[src/core/ppfm_pkg.sv]
// Constants, types and register map of the port pin function multiplexer.
// Assumes one 100 MHz clock, synchronous peripheral signals and a simple register port.
// Summary of operation
// - Port D pins are plain general-purpose I/O with no peripheral function.
// - Active oscillator takes upper port E pin as amplifier output, pulldown off.
// - Active oscillator takes lower port E pin as amplifier input, pulldown off.
// - 20-pin: upper port E carries transmit, timer 3, PWM 1, trigger 1.
// - 20-pin: lower port E carries receive, timer 2, PWM 0, trigger 0.
// - Routed transmit line: direction and drive follow the serial interface.
// - Routed receive line forces its pin to input.
// - Timer channel with output compare enabled forces its pin to output.
// - Enabled PWM channel forces its pin to output.
// - Converter trigger only observes the pin; direction and drive unchanged.
// - 20-pin upper port E priority: oscillator, transmit, timer 3, PWM 1, port.
// - 20-pin lower port E priority: oscillator, receive, timer 2, PWM 0, port.
// - Other variants: port E pins owned by oscillator, then port logic.
// - 64/100-pin: port T pins 7,6 carry timer 7,6 over port logic.
// - 48/64/100-pin: port T pin 5 carries timer channel 5 over port logic.
// - Comparator link feeds capture 5 from comparator, pin stays usable.
package ppfm_pkg;

  // ****************************************************************
  // Pin numbering inside the block
  // ****************************************************************
  localparam int PPFM_NUM_PINS = 13;
  localparam int PPFM_NUM_PLAIN = 8;
  localparam int PPFM_PIN_E0 = 8;
  localparam int PPFM_PIN_E1 = 9;
  localparam int PPFM_PIN_T5 = 10;
  localparam int PPFM_PIN_T6 = 11;
  localparam int PPFM_PIN_T7 = 12;

  // ****************************************************************
  // Register port
  // ****************************************************************
  localparam int PPFM_ADDR_W = 4;
  localparam int PPFM_DATA_W = 16;
  localparam logic [3:0] PPFM_REG_CFG = 4'h0;
  localparam logic [3:0] PPFM_REG_OWN_E = 4'h1;
  localparam logic [3:0] PPFM_REG_OWN_T = 4'h2;
  localparam logic [3:0] PPFM_REG_LEVELS = 4'h3;
  localparam logic [3:0] PPFM_REG_ROUTE = 4'h4;

  // Field positions.
  localparam int PPFM_CFG_VARIANT_LSB = 0;
  localparam int PPFM_OWN_LO_LSB = 0;
  localparam int PPFM_OWN_MID_LSB = 3;
  localparam int PPFM_OWN_HI_LSB = 6;
  localparam int PPFM_ROUTE_LINK_BIT = 0;
  localparam int PPFM_ROUTE_SERIAL_BIT = 1;
  localparam int PPFM_ROUTE_TRIG_BIT = 2;
  localparam int PPFM_ROUTE_UPPER_BIT = 3;

  // ****************************************************************
  // Types
  // ****************************************************************
  typedef enum logic [1:0] {
    PPFM_PKG_20,
    PPFM_PKG_48,
    PPFM_PKG_64,
    PPFM_PKG_100
  } ppfm_variant_e;

  // Slot order is the priority order, slot 0 highest.
  typedef enum logic [2:0] {
    PPFM_OWN_OSC,
    PPFM_OWN_SERIAL,
    PPFM_OWN_TIMER,
    PPFM_OWN_PWM,
    PPFM_OWN_PORT
  } ppfm_owner_e;

  localparam int PPFM_SLOTS = 5;
  localparam int PPFM_OWN_W = 3;

  typedef struct packed {
    logic out;
    logic oe;
  } ppfm_drive_s;

  typedef struct packed {
    logic req;
    ppfm_drive_s drv;
  } ppfm_claim_s;

  // Reset values.
  localparam ppfm_variant_e PPFM_VARIANT_RST = PPFM_PKG_64;
  localparam logic [15:0] PPFM_RDATA_RST = 16'h0000;

endpackage

[src/core/ppfm_pin_arbiter.sv]
// Fixed-priority owner selection for one pin.
// Assumes slot 0 is the highest priority and the last slot always requests.
module ppfm_pin_arbiter
  import ppfm_pkg::*;
#(
  parameter int SLOTS = PPFM_SLOTS
)
(
  // Claims of all possible owners.
  input wire ppfm_claim_s [SLOTS-1:0] claims_i,
  // Winning owner and its drive.
  output logic [PPFM_OWN_W-1:0] owner_o,
  output ppfm_drive_s drive_o
);

  // Walk from the lowest priority up so the highest requester is left standing.
  always_comb
  begin
    owner_o = PPFM_OWN_W'(SLOTS - 1);
    drive_o = claims_i[SLOTS-1].drv;
    for (int i = SLOTS - 1; i >= 0; i--)
    begin
      if (claims_i[i].req)
      begin
        owner_o = PPFM_OWN_W'(i);
        drive_o = claims_i[i].drv;
      end
    end
  end

endmodule

[src/core/ppfm_pin_mux.sv]
// Top of the port pin function multiplexer: owner selection, input routing, registers.
// Assumes peripheral and port signals are synchronous to clk_i; pins are resolved
// from pin_out_o and pin_oe_o outside this block.
module ppfm_pin_mux
  import ppfm_pkg::*;
(
  // Clock and reset.
  input wire logic clk_i,
  input wire logic rst_i,
  // Register port.
  input wire logic [PPFM_ADDR_W-1:0] reg_addr_i,
  input wire logic [PPFM_DATA_W-1:0] reg_wdata_i,
  input wire logic reg_wr_i,
  input wire logic reg_rd_i,
  output logic [PPFM_DATA_W-1:0] reg_rdata_o,
  // Crystal oscillator.
  input wire logic crystal_amp_active_i,
  input wire logic crystal_amp_output_i,
  output logic crystal_amp_input_o,
  // Serial interface zero.
  input wire logic serial_transmit_en_i,
  input wire logic serial_transmit_line_i,
  input wire logic serial_transmit_oe_i,
  input wire logic serial_receive_en_i,
  output logic serial_receive_line_o,
  // Capture compare unit, one bit per channel.
  input wire logic [7:0] compare_en_i,
  input wire logic [7:0] compare_out_i,
  output logic [7:0] capture_in_o,
  // Pulse width channels zero and one.
  input wire logic [1:0] pulse_width_en_i,
  input wire logic [1:0] pulse_width_out_i,
  // Converter external triggers zero and one.
  input wire logic [1:0] converter_trigger_en_i,
  output logic [1:0] converter_trigger_o,
  // Analog comparator link to capture channel five.
  input wire logic analog_comparator_link_i,
  input wire logic analog_comparator_out_i,
  // General-purpose port logic, indexed by block pin number.
  input wire logic [PPFM_NUM_PINS-1:0] port_dir_i,
  input wire logic [PPFM_NUM_PINS-1:0] port_out_i,
  input wire logic [1:0] port_pulldown_en_i,
  output logic [PPFM_NUM_PINS-1:0] port_in_o,
  // Pins.
  input wire logic [PPFM_NUM_PINS-1:0] pin_in_i,
  output logic [PPFM_NUM_PINS-1:0] pin_out_o,
  output logic [PPFM_NUM_PINS-1:0] pin_oe_o,
  output logic [1:0] pin_pulldown_o
);

  // ****************************************************************
  // Declarations
  // ****************************************************************
  // Configuration and read data.
  ppfm_variant_e variant_q;
  ppfm_variant_e variant_d;
  logic [PPFM_DATA_W-1:0] rdata_q;
  logic [PPFM_DATA_W-1:0] rdata_d;

  // Pin drive and levels.
  logic [PPFM_NUM_PINS-1:0] pin_out_q;
  logic [PPFM_NUM_PINS-1:0] pin_out_d;
  logic [PPFM_NUM_PINS-1:0] pin_oe_q;
  logic [PPFM_NUM_PINS-1:0] pin_oe_d;
  logic [1:0] pulldown_q;
  logic [1:0] pulldown_d;
  logic [PPFM_NUM_PINS-1:0] port_in_q;
  logic [PPFM_NUM_PINS-1:0] port_in_d;

  // Lines to the peripherals.
  logic [7:0] capture_q;
  logic [7:0] capture_d;
  logic [1:0] trigger_q;
  logic [1:0] trigger_d;
  logic receive_q;
  logic receive_d;
  logic crystal_in_q;
  logic crystal_in_d;

  // Owner of each pin.
  logic [PPFM_OWN_W-1:0] owner_q [PPFM_NUM_PINS];
  logic [PPFM_OWN_W-1:0] owner_d [PPFM_NUM_PINS];

  // Per-pin claims and winners.
  ppfm_claim_s [PPFM_SLOTS-1:0] claims [PPFM_NUM_PINS];
  logic [PPFM_OWN_W-1:0] owner_win [PPFM_NUM_PINS];
  ppfm_drive_s drive_win [PPFM_NUM_PINS];

  // Variant decode.
  logic small_pkg;
  logic timer_upper_pkg;
  logic timer_five_pkg;

  // ****************************************************************
  // Package variant decode
  // ****************************************************************

  // The variant is held in a software register so one netlist serves every package.
  assign small_pkg = (variant_q == PPFM_PKG_20);
  assign timer_upper_pkg = (variant_q == PPFM_PKG_64) || (variant_q == PPFM_PKG_100);
  assign timer_five_pkg = !small_pkg;

  // ****************************************************************
  // Claims of every owner on every pin
  // ****************************************************************

  // Each pin gets one claim per priority slot; absent functions never request.
  always_comb
  begin
    for (int p = 0; p < PPFM_NUM_PINS; p++)
    begin
      for (int s = 0; s < PPFM_SLOTS; s++)
      begin
        claims[p][s] = '0;
      end
      // Port logic always requests in the lowest slot.
      claims[p][PPFM_OWN_PORT].req = 1'b1;
      claims[p][PPFM_OWN_PORT].drv.out = port_out_i[p];
      claims[p][PPFM_OWN_PORT].drv.oe = port_dir_i[p];
    end
    // Port D pins (0 to 7) get no peripheral claim at all.

    // Upper port E pin: amplifier output drives the pin.
    claims[PPFM_PIN_E1][PPFM_OWN_OSC].req = crystal_amp_active_i;
    claims[PPFM_PIN_E1][PPFM_OWN_OSC].drv.out = crystal_amp_output_i;
    claims[PPFM_PIN_E1][PPFM_OWN_OSC].drv.oe = 1'b1;

    // Lower port E pin: amplifier input, the pin is only sensed.
    claims[PPFM_PIN_E0][PPFM_OWN_OSC].req = crystal_amp_active_i;
    claims[PPFM_PIN_E0][PPFM_OWN_OSC].drv.out = 1'b0;
    claims[PPFM_PIN_E0][PPFM_OWN_OSC].drv.oe = 1'b0;

    // Peripheral claims on port E other than the oscillator's exist only in the small package.
    // Transmit line keeps the serial interface's own direction and drive.
    claims[PPFM_PIN_E1][PPFM_OWN_SERIAL].req = small_pkg && serial_transmit_en_i;
    claims[PPFM_PIN_E1][PPFM_OWN_SERIAL].drv.out = serial_transmit_line_i;
    claims[PPFM_PIN_E1][PPFM_OWN_SERIAL].drv.oe = serial_transmit_oe_i;
    // Receive line forces the pin to input.
    claims[PPFM_PIN_E0][PPFM_OWN_SERIAL].req = small_pkg && serial_receive_en_i;
    claims[PPFM_PIN_E0][PPFM_OWN_SERIAL].drv.out = 1'b0;
    claims[PPFM_PIN_E0][PPFM_OWN_SERIAL].drv.oe = 1'b0;
    // Output compare forces output on timer channels three and two.
    claims[PPFM_PIN_E1][PPFM_OWN_TIMER].req = small_pkg && compare_en_i[3];
    claims[PPFM_PIN_E1][PPFM_OWN_TIMER].drv.out = compare_out_i[3];
    claims[PPFM_PIN_E1][PPFM_OWN_TIMER].drv.oe = 1'b1;
    claims[PPFM_PIN_E0][PPFM_OWN_TIMER].req = small_pkg && compare_en_i[2];
    claims[PPFM_PIN_E0][PPFM_OWN_TIMER].drv.out = compare_out_i[2];
    claims[PPFM_PIN_E0][PPFM_OWN_TIMER].drv.oe = 1'b1;
    // Enabled PWM channels force output.
    claims[PPFM_PIN_E1][PPFM_OWN_PWM].req = small_pkg && pulse_width_en_i[1];
    claims[PPFM_PIN_E1][PPFM_OWN_PWM].drv.out = pulse_width_out_i[1];
    claims[PPFM_PIN_E1][PPFM_OWN_PWM].drv.oe = 1'b1;
    claims[PPFM_PIN_E0][PPFM_OWN_PWM].req = small_pkg && pulse_width_en_i[0];
    claims[PPFM_PIN_E0][PPFM_OWN_PWM].drv.out = pulse_width_out_i[0];
    claims[PPFM_PIN_E0][PPFM_OWN_PWM].drv.oe = 1'b1;
    // Converter triggers place no claim, so they never touch direction.

    // Port T timer channels.
    claims[PPFM_PIN_T5][PPFM_OWN_TIMER].req = timer_five_pkg && compare_en_i[5];
    claims[PPFM_PIN_T5][PPFM_OWN_TIMER].drv.out = compare_out_i[5];
    claims[PPFM_PIN_T5][PPFM_OWN_TIMER].drv.oe = 1'b1;
    claims[PPFM_PIN_T6][PPFM_OWN_TIMER].req = timer_upper_pkg && compare_en_i[6];
    claims[PPFM_PIN_T6][PPFM_OWN_TIMER].drv.out = compare_out_i[6];
    claims[PPFM_PIN_T6][PPFM_OWN_TIMER].drv.oe = 1'b1;
    claims[PPFM_PIN_T7][PPFM_OWN_TIMER].req = timer_upper_pkg && compare_en_i[7];
    claims[PPFM_PIN_T7][PPFM_OWN_TIMER].drv.out = compare_out_i[7];
    claims[PPFM_PIN_T7][PPFM_OWN_TIMER].drv.oe = 1'b1;
  end

  // ****************************************************************
  // Per-pin priority selection
  // ****************************************************************

  // One arbiter per pin; slot order gives the descending priority.
  for (genvar g = 0; g < PPFM_NUM_PINS; g++)
  begin : g_pin
    ppfm_pin_arbiter #(
      .SLOTS(PPFM_SLOTS)
    ) u_arb (
      .claims_i(claims[g]),
      .owner_o(owner_win[g]),
      .drive_o(drive_win[g])
    );
  end

  // ****************************************************************
  // Pin drive and input routing, next values
  // ****************************************************************

  // Everything is registered once, so pins lag their causes by one clock.
  always_comb
  begin
    for (int p = 0; p < PPFM_NUM_PINS; p++)
    begin
      pin_out_d[p] = drive_win[p].out;
      pin_oe_d[p] = drive_win[p].oe;
      owner_d[p] = owner_win[p];
    end

    // The oscillator switches both pulldowns off whatever else is set.
    pulldown_d = port_pulldown_en_i & {2{~crystal_amp_active_i}};

    // Port logic always sees the pin levels.
    port_in_d = pin_in_i;
    crystal_in_d = pin_in_i[PPFM_PIN_E0];

    // Receive line idles high when it has no pin in this package.
    receive_d = small_pkg ? pin_in_i[PPFM_PIN_E0] : 1'b1;
    // Triggers only sample the pin level.
    trigger_d[0] = small_pkg && converter_trigger_en_i[0] && pin_in_i[PPFM_PIN_E0];
    trigger_d[1] = small_pkg && converter_trigger_en_i[1] && pin_in_i[PPFM_PIN_E1];

    // Absent channels see a steady low.
    capture_d = '0;
    capture_d[2] = small_pkg && pin_in_i[PPFM_PIN_E0];
    capture_d[3] = small_pkg && pin_in_i[PPFM_PIN_E1];
    // The link cuts the pin off capture five; the pin keeps its port or timer use.
    if (analog_comparator_link_i)
    begin
      capture_d[5] = analog_comparator_out_i;
    end
    else
    begin
      capture_d[5] = timer_five_pkg && pin_in_i[PPFM_PIN_T5];
    end
    capture_d[6] = timer_upper_pkg && pin_in_i[PPFM_PIN_T6];
    capture_d[7] = timer_upper_pkg && pin_in_i[PPFM_PIN_T7];
  end

  // ****************************************************************
  // Register port, next values
  // ****************************************************************

  // Read data appear only in the cycle after the read strobe, zero otherwise.
  always_comb
  begin
    variant_d = variant_q;
    rdata_d = PPFM_RDATA_RST;
    // Only configuration takes writes.
    if (reg_wr_i && (reg_addr_i == PPFM_REG_CFG))
    begin
      variant_d = ppfm_variant_e'(reg_wdata_i[PPFM_CFG_VARIANT_LSB +: 2]);
    end

    if (reg_rd_i)
    begin
      case (reg_addr_i)
        PPFM_REG_CFG:
        begin
          rdata_d[PPFM_CFG_VARIANT_LSB +: 2] = variant_q;
        end
        PPFM_REG_OWN_E:
        begin
          rdata_d[PPFM_OWN_LO_LSB +: PPFM_OWN_W] = owner_q[PPFM_PIN_E0];
          rdata_d[PPFM_OWN_MID_LSB +: PPFM_OWN_W] = owner_q[PPFM_PIN_E1];
        end
        PPFM_REG_OWN_T:
        begin
          rdata_d[PPFM_OWN_LO_LSB +: PPFM_OWN_W] = owner_q[PPFM_PIN_T5];
          rdata_d[PPFM_OWN_MID_LSB +: PPFM_OWN_W] = owner_q[PPFM_PIN_T6];
          rdata_d[PPFM_OWN_HI_LSB +: PPFM_OWN_W] = owner_q[PPFM_PIN_T7];
        end
        PPFM_REG_LEVELS:
        begin
          rdata_d[PPFM_NUM_PINS-1:0] = port_in_q;
        end
        PPFM_REG_ROUTE:
        begin
          // Capture must be on for the link to mean anything; software's duty.
          rdata_d[PPFM_ROUTE_LINK_BIT] = analog_comparator_link_i;
          rdata_d[PPFM_ROUTE_SERIAL_BIT] = small_pkg;
          rdata_d[PPFM_ROUTE_TRIG_BIT] = small_pkg;
          rdata_d[PPFM_ROUTE_UPPER_BIT] = timer_upper_pkg;
        end
        default:
        begin
          rdata_d = PPFM_RDATA_RST;
        end
      endcase
    end
  end

  // ****************************************************************
  // State registers
  // ****************************************************************

  // Reset leaves every pin an undriven input owned by the port logic.
  always_ff @(posedge clk_i)
  begin
    if (rst_i)
    begin
      // Receive idles high: no false start bit.
      variant_q <= PPFM_VARIANT_RST;
      rdata_q <= PPFM_RDATA_RST;
      pin_out_q <= '0;
      pin_oe_q <= '0;
      pulldown_q <= '0;
      port_in_q <= '0;
      capture_q <= '0;
      trigger_q <= '0;
      receive_q <= 1'b1;
      crystal_in_q <= 1'b0;
      for (int p = 0; p < PPFM_NUM_PINS; p++)
      begin
        owner_q[p] <= PPFM_OWN_PORT;
      end
    end
    else
    begin
      // All registers load every edge.
      variant_q <= variant_d;
      rdata_q <= rdata_d;
      pin_out_q <= pin_out_d;
      pin_oe_q <= pin_oe_d;
      pulldown_q <= pulldown_d;
      port_in_q <= port_in_d;
      capture_q <= capture_d;
      trigger_q <= trigger_d;
      receive_q <= receive_d;
      crystal_in_q <= crystal_in_d;
      for (int p = 0; p < PPFM_NUM_PINS; p++)
      begin
        owner_q[p] <= owner_d[p];
      end
    end
  end

  // ****************************************************************
  // Outputs
  // ****************************************************************
  // Straight from the registers.
  assign reg_rdata_o = rdata_q;
  assign pin_out_o = pin_out_q;
  assign pin_oe_o = pin_oe_q;
  assign pin_pulldown_o = pulldown_q;
  assign port_in_o = port_in_q;
  assign capture_in_o = capture_q;
  assign converter_trigger_o = trigger_q;
  assign serial_receive_line_o = receive_q;
  assign crystal_amp_input_o = crystal_in_q;

endmodule

[config.mk]
export PLATFORM = sky130hd
export DESIGN_NAME = ppfm_pin_mux
export DESIGN_NICKNAME = d
export VERILOG_FILES = /design/src/core/ppfm_pkg.sv /design/src/core/ppfm_pin_arbiter.sv /design/src/core/ppfm_pin_mux.sv
export SDC_FILE = /design/constraint.sdc
export NUM_CORES = 1
export LEC_CHECK = 0
export BUFFER_PORTS_ARGS = -buffer_cell sky130_fd_sc_hd__buf_2
export CAP_MARGIN = 20
export CELL_PAD_IN_SITES_DETAIL_PLACEMENT = 1
export CELL_PAD_IN_SITES_GLOBAL_PLACEMENT = 1
export CORE_UTILIZATION = 30
export CTS_CLUSTER_SIZE = 10
export DETAILED_ROUTE_END_ITERATION = 7
export GPL_TIMING_DRIVEN = 0
export HOLD_SLACK_MARGIN = 0.12
export PLACE_DENSITY = 0.83
export SLEW_MARGIN = 20
export SYNTH_ARGS = -nofsm -noshare
export SYNTH_HDL_FRONTEND = slang
export SYNTH_SLANG_ARGS = --single-unit
[constraint.sdc]
create_clock -name clk_i -period 1.58 [get_ports clk_i]
set_clock_uncertainty 0.1 [all_clocks]
set_input_delay 0.079 -clock clk_i [delete_from_list [all_inputs] [get_ports clk_i]]
set_output_delay 0.079 -clock clk_i [all_outputs]
set_load 0.05 [all_outputs]
==> metrics.txt <==
status completed; WL/cell 15.9 µm; Max-slew headroom 58.6%; Die H about 95 µm; VDD IR-drop max about 0.00046 V; HPWL after detailed placement ~5900 µm; Max Cap Viol 0; Critical Path RT around 1.7 ns; number of synthesis warnings 0; post-synthesis sequential area ratio 58.0%; # rows 33; Layout area overhead 72.1%; RSZ-0062 raised after global routing no; H-tree levels 3; Yosys reg bits 76; Power Density 1050 nW/µm²; Final Hold Viols 0; CTS tree yes; vias per std cell about 4.5; Slew @ Worst Pin between 0.6 and 0.7 ns; count leader, synth dfxtp_1; drc violations 0; post-synth top area cell dfxtp_1; met3 GRT Util a little over 4%; setup slack, reg-to-reg around 0.08 ns; initial core utilization a little under a third; Final Power about 0.0047 W; Post-synth EDFFs 0; dpl ws -0.0506 ns; Syn Inst Count 260; IO buf count approximately 140; share of cells above drive strength 1 a little over a third; final setup margin between 0.07 and 0.08 ns; CTS Sinks 76; Arr. time, crit path between 1.5 and 2 ns; Final GP Congestion 0.795; I/O pins ~160; antenna cells 0; CTS max path bufs 2; Most used DFF post-synth dfxtp_1; Synth top area share a little under 60%; crit start category input pin; met2 Use GR about 41%; GR Overflow Total 0; largest net degree at the start of global routing 16; Clk pin slew, worst setup/hold paths about 0.080 ns; clock root buffer clkbuf_8; Crit. End Element register; crit path max fanout 9; die area between 9000 and 10,000 µm²; Yosys cell types 43; crit path kind input pin to register; drt total wl approximately 9600 µm; DR iter-0 viols between 60 and 70; first-pass GRT wire length between 10,000 and 15,000 µm; Hold Path Class input pin to register; nets ~590; antenna-violating nets left 0; layer with the highest usage met2; synth cell count leaders dfxtp_1 (76), nor2b_1 (31), nor2_1 (15); post-route clock period utilization 95.4%; gr usage total 21.1%; share of flip-flops with an asynchronous set or reset 0%; Core ar. around 8300 µm²; M1 GR Usage around 22%; Avg Inst Size Synth ~10 µm²; number of global-route vias before repair ~3,000; DRT Pass-1 Iters 4; Achievable Freq 663 MHz; top cells by area, synth dfxtp_1 (58%), nor2b_1 (7.4%), a21oi_1 (2.7%); via count about 2,700; initial antenna violation count 0; postcts setup bufs 0; Setup violations, final 0; clock latency on the worst-skew pair about 0.35 ns; Final Slew Violations 0; fin crit period approximately 1.5 ns; Die X around 95 µm; Pleak around 2.1 nW; Num CTS Buffers 9; synthesized area between 2000 and 3000 µm²
-- cell usage in the layout (no fill, tap or decap), drive strengths merged, types with 11 or more instances in the layout --
cell type,netlist,layout
a21oi,14,14
and2,11,11
buf,15,149
nor2,16,16
inv,8,12
clkbuf,6,16
dfxtp,76,76
dlygate4sd3,0,79
nor2b,31,31
nand2,12,12
-- state kept, by name, summed over array words and instances (netlist names) --
name                   count
capture_in_o               5
pin_pulldown_o             2
pin_out_o                 13
reg_rdata_o               13
converter_trigger_o        2
owner_q                   12
variant_q                  2
pin_oe_o                  13
serial_receive_line_o      1
port_in_o                 13
-- per-layer routing --
metal	share of wire, %	vias to the layer above
li1	-	1324
met4	2.8	0
met2	53	99
met1	39	1266
met5	0	-
met3	4.7	20
-- critical path, cell delays in order --
cell	delay, ns
buf_2	0.15
dlygate4sd3_1	0.58
or4_1	0.56
o21ai_1	0.16
a21oi_1	0.08
-- metrics by stage --
| stage | TNS [ns] | hold WS [ns] | util (%) | area [µm²] | instances |
|---|---|---|---|---|---|
| 4_1_cts | 0 | 0.127 | 54.0 | 4500 | 601 |
| 3_3_place_gp | -0.0250 | 0.180 | 41.3 | 3450 | 505 |
| 2_1_floorplan | 0 | 0.0575 | - | 2640 | 265 |
| 5_1_grt | 0 | 0.128 | 54.1 | 4510 | 601 |
| 6_report | 0 | 0.129 | 54.1 | 4510 | 601 |
| 3_5_place_dp | -0.0758 | 0.189 | 41.3 | 3450 | 505 |
-- cell families after synthesis --
family          Yosys count  share of synthesized area (%)
buf+inv                  29                           5.58
flops                    76                           58.0
simple gates            108                           24.2
other cells               1                          0.143
compound gates           39                           9.16
mux                       7                           2.91
-- what timing repair did --
| action | CTS | global route |
|---|---|---|
| endpoints found under the setup margin | 2 | 9 |
| endpoints found under the hold margin | 75 | 0 |
| hold buffers | 80 | 0 |
| resized for setup | 1 | 5 |
-- where the power goes --
group | total (W) | internal [W] | switching (W)
Clock | 0.00188 | 0.00108 | 0.000798
Sequential | 0.00202 | 0.00199 | 0.0000256
Combinational | 0.000816 | 0.000329 | 0.000487
-- layout make-up --
class	count	area [µm²]
buffer	21	120
clock buffer	9	124
clock inverter	7	130
fill	979	3830
inverter	8	30.0
multi-input combinational	160	975
sequential	76	1520
tap	105	131
timing repair buffer	215	1480
-- path summary, 6_finish.rpt --
| path | start | end | cells after the start |
|---|---|---|---|
| min reg2reg | owner_q[1][13]$_SDFF_PP0_ | reg_rdata_o[7]$_SDFF_PP0_ | 2 |
| max | reg_addr_i[0] | variant_q[0]$_SDFFE_PP0P_ | 5 |
| max reg2reg | variant_q[1]$_SDFFE_PP1P_ | serial_receive_line_o$_SDFF_PP1_ | 4 |
| min | rst_i | port_in_o[11]$_SDFF_PP0_ | 3 |
(Power assumes the default switching activity.)
